`src/logic/rss_reset_map.vh`:
```
// Timing constants, field positions and codes of the reset source sequencer
`ifndef RSS_RESET_MAP_VH
`define RSS_RESET_MAP_VH

// ----------------------------------------------------------------
// Clock and half clock period, in picoseconds
// ----------------------------------------------------------------
`define RSS_CLK_PS 25000
`define RSS_TCL_PS 12500

// ----------------------------------------------------------------
// Times in their own unit and the derived cycle counts
// ----------------------------------------------------------------
// Internal reset sequence length, a least time, rounded up
`define RSS_SEQ_TCL 1024
`define RSS_SEQ_CYC ((`RSS_SEQ_TCL * `RSS_TCL_PS + `RSS_CLK_PS - 1) / `RSS_CLK_PS)
// Delay from end of sequence to sampling of the filtered reset
`define RSS_POST_TCL 8
`define RSS_POST_CYC ((`RSS_POST_TCL * `RSS_TCL_PS + `RSS_CLK_PS - 1) / `RSS_CLK_PS)
// Input filter on the reset pin
`define RSS_FILT_NS 500
`define RSS_FILT_CYC ((`RSS_FILT_NS * 1000 + `RSS_CLK_PS - 1) / `RSS_CLK_PS)
// Low time past which a synchronous reset counts as long: 1032 + 12 HALF_CLOCK_PERIOD plus the filter
`define RSS_LONG_TCL 1044
`define RSS_LONG_CYC ((`RSS_LONG_TCL * `RSS_TCL_PS + `RSS_CLK_PS - 1) / `RSS_CLK_PS + `RSS_FILT_CYC)

// ----------------------------------------------------------------
// Reset source flag positions
// ----------------------------------------------------------------
`define RSS_FLG_WDTR 0
`define RSS_FLG_SWR 1
`define RSS_FLG_SHWR 2
`define RSS_FLG_LHWR 3
`define RSS_FLG_W 4
`define RSS_FLG_RST 4'h0

// ----------------------------------------------------------------
// Port 0 fields on a software reset
// ----------------------------------------------------------------
`define RSS_P0_KEEP_HI 12
`define RSS_P0_KEEP_LO 8
`define RSS_P0_SET_HI 7
`define RSS_P0_SET_LO 2
`define RSS_P0_RST 16'hffff

// ----------------------------------------------------------------
// Reset vector and trap number
// ----------------------------------------------------------------
`define RSS_RST_VECTOR 24'h000000
`define RSS_RST_TRAP 8'h00

// ----------------------------------------------------------------
// Source kinds
// ----------------------------------------------------------------
`define RSS_KIND_HW 2'h0
`define RSS_KIND_SW 2'h1
`define RSS_KIND_WDT 2'h2

`endif

```
`src/logic/rss_reset_seq.v`:
```
// Reset source sequencer: hardware, software and watchdog reset control
// Operation
// - Pin low with pull-down sense low enters asynchronous hardware reset.
// - Sense falling during a synchronous reset switches at once to asynchronous.
// - Software reset instruction starts the internal sequence only when idle, with the filtered reset high.
// - Software reset acts short synchronous; keeps P0.12..8 latched, sets P0.7..2.
// - Software reset is always synchronous, whatever the pull-down sense level.
// - Bidirectional software reset drives the pin low only while sense is high.
// - Bidirectional drive is void for events arriving while sense is low.
// - Sense falling mid-sequence releases the pin yet the 1024 HALF_CLOCK_PERIOD sequence completes.
// - Filtered reset high soon after a bidirectional reset simply leaves reset.
// - Every reset sequence clears the bidirectional enable; software sets it again.
// - Reset length is classed from the filtered, delayed reset signal.
// - 8 HALF_CLOCK_PERIOD after bidirectional sequence, filtered low starts flagged hardware reset.
// - That degenerated reset is short unless the pin is held long.
// - Internal flash selection lengthens reset so no degeneration occurs.
// - All resets branch to vector 0, trap 0, at highest priority.
`timescale 1ns/100ps
`include "rss_reset_map.vh"

module rss_reset_seq #(
    parameter FLASH_INIT_CYC = 1024
) (
    // Clock and reset
    input wire clock,
    input wire sys_rst,
    // Reset pin, open drain
    input wire reset_in_pin_i,
    output wire reset_in_pin_o,
    output wire reset_in_pin_oe,
    // Other pins sampled during reset
    input wire reset_pulldown_sense,
    input wire external_access_select,
    input wire [15:0] port0_pins,
    // Events from the core and watchdog, same clock
    input wire software_reset_instr,
    input wire watchdog_overflow,
    // Software control
    input wire bidir_enable_set,
    input wire [3:0] flags_clear,
    // Reset state
    output wire internal_reset,
    output wire async_reset_active,
    output wire filtered_reset,
    output wire bidir_reset_enable,
    output wire [3:0] watchdog_control_flags,
    output wire [15:0] port0_latched,
    // Reset exception toward the core
    output wire reset_trap_req,
    output wire [23:0] reset_vector,
    output wire [7:0] reset_trap_number
);

    // ----------------------------------------------------------------
    // States and counts
    // ----------------------------------------------------------------
    localparam [2:0] ST_IDLE = 3'h0;
    localparam [2:0] ST_ASYNC = 3'h1;
    localparam [2:0] ST_SYNC = 3'h2;
    localparam [2:0] ST_SEQ = 3'h3;
    localparam [2:0] ST_FLASH = 3'h4;
    localparam [2:0] ST_POST = 3'h5;
    localparam [2:0] ST_DONE = 3'h6;

    localparam integer SEQ_LAST = `RSS_SEQ_CYC - 1;
    localparam integer POST_LAST = `RSS_POST_CYC - 1;
    localparam integer FILT_LAST = `RSS_FILT_CYC - 1;
    localparam integer LONG_MIN = `RSS_LONG_CYC;
    localparam integer FLASH_LAST = FLASH_INIT_CYC - 1;

    // ----------------------------------------------------------------
    // Declarations
    // ----------------------------------------------------------------
    wire [18:0] sync_out;
    wire pin_s;
    wire rpd_s;
    wire ea_s;
    wire [15:0] p0_s;

    reg [2:0] state_reg;
    reg [2:0] state_next;
    reg [10:0] cnt_reg;
    reg [10:0] cnt_next;
    reg [10:0] low_reg;
    reg [10:0] low_next;
    reg [1:0] kind_reg;
    reg [1:0] kind_next;
    reg drive_reg;
    reg drive_next;
    reg bidir_used_reg;
    reg bidir_used_next;
    reg bidir_en_reg;
    reg bidir_en_next;
    reg [3:0] flags_reg;
    reg [3:0] flags_next;
    reg [5:0] filt_cnt_reg;
    reg filt_reg;
    reg [15:0] p0_reg;
    reg [15:0] p0_next;
    reg oe_reg;
    reg pin_o_reg;
    reg int_rst_reg;
    reg async_reg;
    reg trap_req_reg;
    reg [23:0] vector_reg;
    reg [7:0] trap_num_reg;
    reg [3:0] ev_flags;
    reg ev_write;

    // ----------------------------------------------------------------
    // Pin synchronisers
    // ----------------------------------------------------------------
    rss_pin_sync #(
        .WIDTH(19),
        .RST_VAL(19'h7ffff)
    ) u_pin_sync (
        .clock(clock),
        .sys_rst(sys_rst),
        .pin_in({port0_pins, external_access_select, reset_pulldown_sense, reset_in_pin_i}),
        .pin_out(sync_out)
    );

    assign pin_s = sync_out[0];
    assign rpd_s = sync_out[1];
    assign ea_s = sync_out[2];
    assign p0_s = sync_out[18:3];

    // ----------------------------------------------------------------
    // Reset pin input filter
    // ----------------------------------------------------------------
    // Both edges wait out the filter, so the release is seen late too
    always @(posedge clock) begin
        if (sys_rst) begin
            filt_reg <= 1'b1;
            filt_cnt_reg <= 6'h00;
        end else if (pin_s == filt_reg) begin
            filt_cnt_reg <= 6'h00;
        end else if (filt_cnt_reg == FILT_LAST[5:0]) begin
            filt_reg <= pin_s;
            filt_cnt_reg <= 6'h00;
        end else begin
            filt_cnt_reg <= filt_cnt_reg + 6'h01;
        end
    end

    // ----------------------------------------------------------------
    // Sequencer next state
    // ----------------------------------------------------------------
    always @* begin
        state_next = state_reg;
        cnt_next = cnt_reg;
        low_next = low_reg;
        kind_next = kind_reg;
        drive_next = drive_reg;
        bidir_used_next = bidir_used_reg;
        bidir_en_next = bidir_en_reg | bidir_enable_set;
        ev_write = 1'b0;
        ev_flags = `RSS_FLG_RST;
        p0_next = p0_reg;
        case (state_reg)
            ST_IDLE: begin
                cnt_next = 11'h000;
                low_next = 11'h001;
                drive_next = 1'b0;
                bidir_used_next = 1'b0;
                if (!filt_reg) begin
                    // Hardware reset has precedence over internal events
                    kind_next = `RSS_KIND_HW;
                    bidir_en_next = 1'b0;
                    if (!rpd_s) begin
                        state_next = ST_ASYNC;
                    end else begin
                        state_next = ST_SYNC;
                    end
                end else if (watchdog_overflow || software_reset_instr) begin
                    // Always synchronous, sense only gates the pin drive
                    state_next = ST_SEQ;
                    kind_next = watchdog_overflow ? `RSS_KIND_WDT : `RSS_KIND_SW;
                    drive_next = bidir_en_reg & rpd_s;
                    bidir_used_next = bidir_en_reg & rpd_s;
                    bidir_en_next = 1'b0;
                    ev_write = 1'b1;
                    ev_flags[`RSS_FLG_WDTR] = watchdog_overflow;
                    ev_flags[`RSS_FLG_SWR] = ~watchdog_overflow;
                end
            end
            ST_ASYNC: begin
                if (low_reg != 11'h7ff) begin
                    low_next = low_reg + 11'h001;
                end
                if (filt_reg) begin
                    state_next = ST_SEQ;
                    cnt_next = 11'h000;
                    ev_write = 1'b1;
                    ev_flags[`RSS_FLG_LHWR] = 1'b1;
                    ev_flags[`RSS_FLG_SHWR] = 1'b1;
                    ev_flags[`RSS_FLG_SWR] = 1'b1;
                end
            end
            ST_SYNC: begin
                if (low_reg != 11'h7ff) begin
                    low_next = low_reg + 11'h001;
                end
                if (!filt_reg && !rpd_s) begin
                    state_next = ST_ASYNC;
                end else if (filt_reg) begin
                    // Length judged on the filtered signal; short may read long
                    state_next = ST_SEQ;
                    cnt_next = 11'h000;
                    ev_write = 1'b1;
                    ev_flags[`RSS_FLG_LHWR] = (low_reg >= LONG_MIN[10:0]);
                    ev_flags[`RSS_FLG_SHWR] = 1'b1;
                    ev_flags[`RSS_FLG_SWR] = 1'b1;
                end
            end
            ST_SEQ: begin
                cnt_next = cnt_reg + 11'h001;
                if (!rpd_s) begin
                    drive_next = 1'b0;
                end
                if (cnt_reg == SEQ_LAST[10:0]) begin
                    // Sequence always runs to its full length
                    cnt_next = 11'h000;
                    drive_next = 1'b0;
                    if (ea_s) begin
                        state_next = ST_FLASH;
                    end else if (bidir_used_reg) begin
                        state_next = ST_POST;
                    end else begin
                        state_next = ST_DONE;
                    end
                end
            end
            ST_FLASH: begin
                // Flash setup outlasts the filter, so no post sampling is needed
                cnt_next = cnt_reg + 11'h001;
                if (cnt_reg == FLASH_LAST[10:0]) begin
                    state_next = ST_DONE;
                end
            end
            ST_POST: begin
                cnt_next = cnt_reg + 11'h001;
                if (cnt_reg == POST_LAST[10:0]) begin
                    cnt_next = 11'h000;
                    low_next = 11'h001;
                    kind_next = `RSS_KIND_HW;
                    // A degenerated hardware reset gets no second post check
                    bidir_used_next = 1'b0;
                    if (!filt_reg) begin
                        state_next = ST_SYNC;
                    end else begin
                        state_next = ST_DONE;
                    end
                end
            end
            ST_DONE: begin
                state_next = ST_IDLE;
                if (kind_reg == `RSS_KIND_SW) begin
                    p0_next[`RSS_P0_KEEP_HI:`RSS_P0_KEEP_LO] =
                        p0_s[`RSS_P0_KEEP_HI:`RSS_P0_KEEP_LO];
                    p0_next[`RSS_P0_SET_HI:`RSS_P0_SET_LO] = 6'h3f;
                end else begin
                    p0_next = p0_s;
                end
            end
            default: begin
                state_next = ST_IDLE;
            end
        endcase
        // A new cause replaces the old; clearing never beats an event
        if (ev_write) begin
            flags_next = ev_flags;
        end else begin
            flags_next = flags_reg & ~flags_clear;
        end
    end

    // ----------------------------------------------------------------
    // Sequencer registers
    // ----------------------------------------------------------------
    always @(posedge clock) begin
        if (sys_rst) begin
            state_reg <= ST_IDLE;
            cnt_reg <= 11'h000;
            low_reg <= 11'h000;
            kind_reg <= `RSS_KIND_HW;
            drive_reg <= 1'b0;
            bidir_used_reg <= 1'b0;
            bidir_en_reg <= 1'b0;
            flags_reg <= `RSS_FLG_RST;
            p0_reg <= `RSS_P0_RST;
        end else begin
            state_reg <= state_next;
            cnt_reg <= cnt_next;
            low_reg <= low_next;
            kind_reg <= kind_next;
            drive_reg <= drive_next;
            bidir_used_reg <= bidir_used_next;
            bidir_en_reg <= bidir_en_next;
            flags_reg <= flags_next;
            p0_reg <= p0_next;
        end
    end

    // ----------------------------------------------------------------
    // Output registers
    // ----------------------------------------------------------------
    // Pin and core reset follow the next state so they change with it
    always @(posedge clock) begin
        if (sys_rst) begin
            oe_reg <= 1'b0;
            pin_o_reg <= 1'b0;
            int_rst_reg <= 1'b1;
            async_reg <= 1'b0;
            trap_req_reg <= 1'b0;
            vector_reg <= `RSS_RST_VECTOR;
            trap_num_reg <= `RSS_RST_TRAP;
        end else begin
            oe_reg <= (state_next == ST_SEQ) && drive_next;
            pin_o_reg <= 1'b0;
            int_rst_reg <= (state_next != ST_IDLE);
            async_reg <= (state_next == ST_ASYNC);
            trap_req_reg <= (state_reg == ST_DONE);
            vector_reg <= `RSS_RST_VECTOR;
            trap_num_reg <= `RSS_RST_TRAP;
        end
    end

    assign reset_in_pin_o = pin_o_reg;
    assign reset_in_pin_oe = oe_reg;
    assign internal_reset = int_rst_reg;
    assign async_reset_active = async_reg;
    assign filtered_reset = filt_reg;
    assign bidir_reset_enable = bidir_en_reg;
    assign watchdog_control_flags = flags_reg;
    assign port0_latched = p0_reg;
    assign reset_trap_req = trap_req_reg;
    assign reset_vector = vector_reg;
    assign reset_trap_number = trap_num_reg;

endmodule // rss_reset_seq

```
`src/logic/rss_pin_sync.v`:
```
// Three-stage pin synchroniser: a rise passes once stages two and three agree, a fall as soon as stage two drops
`timescale 1ns/100ps

module rss_pin_sync #(
    parameter WIDTH = 1,
    parameter [WIDTH-1:0] RST_VAL = {WIDTH{1'b1}}
) (
    // Clock and reset
    input wire clock,
    input wire sys_rst,
    // Asynchronous pins
    input wire [WIDTH-1:0] pin_in,
    // Synchronised level
    output wire [WIDTH-1:0] pin_out
);

    reg [WIDTH-1:0] s1_reg;
    reg [WIDTH-1:0] s2_reg;
    reg [WIDTH-1:0] s3_reg;
    reg [WIDTH-1:0] out_reg;

    // ----------------------------------------------------------------
    // Synchroniser chain
    // ----------------------------------------------------------------
    // First stage feeds the second only, to keep metastability contained
    always @(posedge clock) begin
        if (sys_rst) begin
            s1_reg <= RST_VAL;
            s2_reg <= RST_VAL;
            s3_reg <= RST_VAL;
            out_reg <= RST_VAL;
        end else begin
            s1_reg <= pin_in;
            s2_reg <= s1_reg;
            s3_reg <= s2_reg;
            out_reg <= (s2_reg & s3_reg) | (out_reg & ~(s2_reg ^ s3_reg)); // Agree
        end
    end

    assign pin_out = out_reg;

endmodule // rss_pin_sync

```
`config.mk`:
```
export PLATFORM = sky130hd
export DESIGN_NAME = rss_reset_seq
export DESIGN_NICKNAME = d
export VERILOG_FILES = /design/src/logic/rss_reset_seq.v /design/src/logic/rss_pin_sync.v
export VERILOG_INCLUDE_DIRS = /design/src /design/src/logic
export SDC_FILE = /design/constraint.sdc
export NUM_CORES = 1
export LEC_CHECK = 0
export BUFFER_PORTS_ARGS = -buffer_cell sky130_fd_sc_hd__clkbuf_2
export CAP_MARGIN = 40
export CORE_ASPECT_RATIO = 0.7
export CORE_MARGIN = 8
export CORE_UTILIZATION = 55
export CTS_BUF_LIST = sky130_fd_sc_hd__clkbuf_4
export DETAILED_ROUTE_END_ITERATION = 7
export PLACE_DENSITY = 0.78
export SYNTH_ARGS = -nofsm -noshare
export SYNTH_HDL_FRONTEND = slang
export SYNTH_SLANG_ARGS = --single-unit
```
`constraint.sdc`:
```
create_clock -name clock -period 2.1 [get_ports clock]
set_input_delay 0.315 -clock clock [delete_from_list [all_inputs] [get_ports clock]]
set_output_delay 0.315 -clock clock [all_outputs]
set_load 0.005 [all_outputs]
```
==> summary.txt <==
Detailed routing
  • Initial DRT Pass Iterations: 5
  • Vias: 4054
  • Post-route DRC: 0
  • Post-DRT Antenna Nets: 0
  • Wire per inst: 13.9 um
  • DRT iter0 DRCs: 321
  • WL final: 10900 um
  • DR vias/cell: 5.16

Worst setup path
  • Crit path max-delay cell type: dfxtp_1
  • Most used cell, CP: a21oi_1
  • R2r endpoint: cnt_reg[7]$_SDFFE_PP0P_
  • Critical Path RT: 2550 ps
  • Reg2Reg Depth: 6
  • Critical path data arrival time: 2430 ps
  • Kind of critical path: flop to flop
  • Setup crit end kind: flop
  • R2r setup slk: 120 ps
  • Crit path cell chain: buf_4 > nor3b_1 > o21a_1 > a21oi_1 > a21o_1 > a21oi_1
  • Crit start category: flop
  • CP Max Fanout: 11
  • RR Startpoint: state_reg[0]$_SDFF_PP0_
  • Crit path largest cell delay: 530 ps

Floorplan
  • Die Wd: 135 um
  • I/O pin count: 87
  • Die height: 99.0 um
  • Full die area: 0.0133 mm^2
  • Placeable Area: 0.00965 mm^2
  • Initial core utilization: 56.2%
  • Row cnt: 30

Synthesis
  • Post-synthesis cell area: 0.00542 mm^2
  • Largest family of logic cells by synthesized area: simple AND/OR/NAND/NOR gates
  • Synth Area in Adders: 5.31%
  • Post-synth cell types: 56
  • Synthesized flop and latch total: 137
  • Top FF cell, synth: dfxtp_1
  • Syn Area/Cell: 9.64 um^2
  • Synth Warn #: 0
  • Ys async rst share: 0%
  • Simple-gate portion of the synthesized area: 22.4%
  • EDFF count, synth: 0
  • Most frequent cells after synthesis: dfxtp_1 (137), nor2_1 (58), or2_2 (57), buf_4 (34)
  • Most common cell in the synthesized netlist: dfxtp_1
  • Compound-Gate Fraction of Synth Area: 10.5%
  • Syn Inst Count: 562
  • Synth area leader: dfxtp_1
  • XOR/XNOR share of the synthesized area: 2.75%
  • Area share of the largest cell type after synthesis: 50.6%
  • Synth area leaders: dfxtp_1 (51%), or2_2 (6.6%), ha_1 (5.3%)
  • Multiplexer area fraction after synthesis: 0.185%
  • Register area share after synthesis: 50.6%

Timing
  • Worst-Margin Slew: 518 ps
  • RSZ-0062 raised after global routing: no
  • Slew Viols, Final: 0
  • Endpoints failing setup: 0
  • Slew headroom: 65.5%
  • Worst setup margin: 123 ps
  • Clock Skew: 16.2 ps
  • Fin crit period: 1980 ps
  • Final cycle utilization of the critical path: 94.2%
  • Fmax: 506 MHz
  • Final setup TNS: 0 ps
  • Final Hold Fails: 0

Cells and area
  • Syn-to-layout area delta: 14.2%
  • Filler cells: 790
  • Share of layout cells above drive strength 1: 25.2%
  • Number of diodes: 0
  • Post-layout net count: 697

Clocking
  • H-tree depth: 4
  • Clk_lat worst skew: 530 ps
  • Worst-path clk slew: 110 ps
  • CTS tree: yes
  • Clock Sinks: 137
  • Clk root buf: clkbuf_4
  • Clk buf depth: 2
  • Cts bufs inserted: 17

Placement
  • Gpl congestion: 0.900
  • Pre-CTS setup slack: 60.2 ps
  • IO Port Bufs: 53
  • Detailed placer's ending HPWL: 7690 um

Global routing
  • Initial antenna violation count: 0
  • Largest net degree at the start of global routing: 72
  • Total gr overflow: 0
  • First-pass GRT wire length: 17800 um
  • Vias in the first global route: 3888
  • GRT Overall Usage: 16.6%

Pwr
  • Leak: 0.00262 uW
  • Power Dens Cells: 711 mW/mm^2
  • Worst vdd ir: 0.000486 V

Min path
  • Hold Path Origin: flags_clear[1]
  • Hold Path End: watchdog_control_flags[1]$_SDFF_PP0_
  • Hold WC Path Type: input port to flop
  • Hold depth: 3

Run
  • Maxcap violations: 0

Outcome
  • Status: finished clean
-- placed cells by master (no fill, tap or decap), types with 8 or more instances in the layout --
cell / n
nor3_1: 11
nand3_1: 14
a211o_1: 11
o21ai_0: 27
buf_4: 12
nand2_1: 15
dlygate4sd3_1: 21
dfxtp_1: 135
clkbuf_2: 52
xnor2_1: 11
conb_1: 33
or2_2: 57
a21oi_1: 12
nor2b_1: 9
ha_1: 22
nand2b_1: 8
nor2_1: 58
clkbuf_4: 19
inv_1: 27
-- metal layers --
metal	part of all wire, %	global-route usage [%]	up-vias
li1	-	-	2012
met1	44	19.9	1878
met2	46	26.0	147
met3	8.3	6.30	17
met4	1.6	7.65	0
met5	0	0	-
-- through the flow --
| stage | power (uW) | hold slack, ps | std cells | cell area, um^2 | util (%) |
|---|---|---|---|---|---|
| detailed placement | 3100 | 393 | 734 | 5730 | 59.4 |
| floorplan | 3030 | 389 | 594 | 5540 | - |
| CTS | 4440 | 20.4 | 786 | 6140 | 63.7 |
| finish | 4400 | 71.8 | 786 | 6190 | 64.1 |
| global route | 4630 | 44.6 | 786 | 6190 | 64.1 |
| global placement | 3080 | 392 | 734 | 5730 | 59.4 |
-- kinds of logic (layout without fill, tap and decap cells) --
group                      after synthesis  in the layout
and+or+nand+nor                        215            215
DFF                                    137            137
AOI/OAI and AO/OA                       87             87
buffers and inverters                   81            145
adders and majority gates               23             23
xor gates and xnor gates                17             17
other                                    1             33
muxes                                    1              1
-- where the power goes --
part / internal (uW) / switching (uW) / total (uW)
Sequential: 2680 / 50.1 / 2730
Combinational: 172 / 184 / 356
Clock: 458 / 859 / 1320
-- area by class of cell --
class,instances,area [um^2],share of cell area [%]
clock inverters,12,61.3,0.991
inverters,27,101,1.64
clock buffers,19,143,2.31
flip-flops and latches,137,2750,44.4
multi-input cells,376,2390,38.6
well taps,128,160,2.59
repair buffers,87,586,9.46
-- worst max-delay path, delay by kind of cell (launching register included) --
family | cells | cell delay [ps]
DFF | 1 | 530
AOI/OAI and AO/OA | 4 | 840
and+or+nand+nor | 1 | 260
buffers and inverters | 1 | 260
-- worst max path at each step --
stage	end	slack, ps	start
2_1_floorplan	low_reg[7]$_SDFFE_PP0P_	220	cnt_reg[0]$_SDFFE_PP0P_
3_5_place_dp	low_reg[9]$_SDFFE_PP0P_	60	cnt_reg[0]$_SDFFE_PP0P_
4_1_cts	low_reg[9]$_SDFFE_PP0P_	7	cnt_reg[0]$_SDFFE_PP0P_
3_3_place_gp	low_reg[9]$_SDFFE_PP0P_	140	cnt_reg[0]$_SDFFE_PP0P_
5_1_grt	low_reg[9]$_SDFFE_PP0P_	20	cnt_reg[0]$_SDFFE_PP0P_
6_report	cnt_reg[7]$_SDFFE_PP0P_	120	state_reg[0]$_SDFF_PP0_
-- repair_timing --
action / CTS / global route
endpoints found under the setup margin: 0 / 16
gates resized for setup: 0 / 10
hold buffers: 21 / 0
setup buffers: 0 / 0
endpoints found under the hold margin: 21 / 0
No activity file was read; power rests on OpenSTA's default activity.
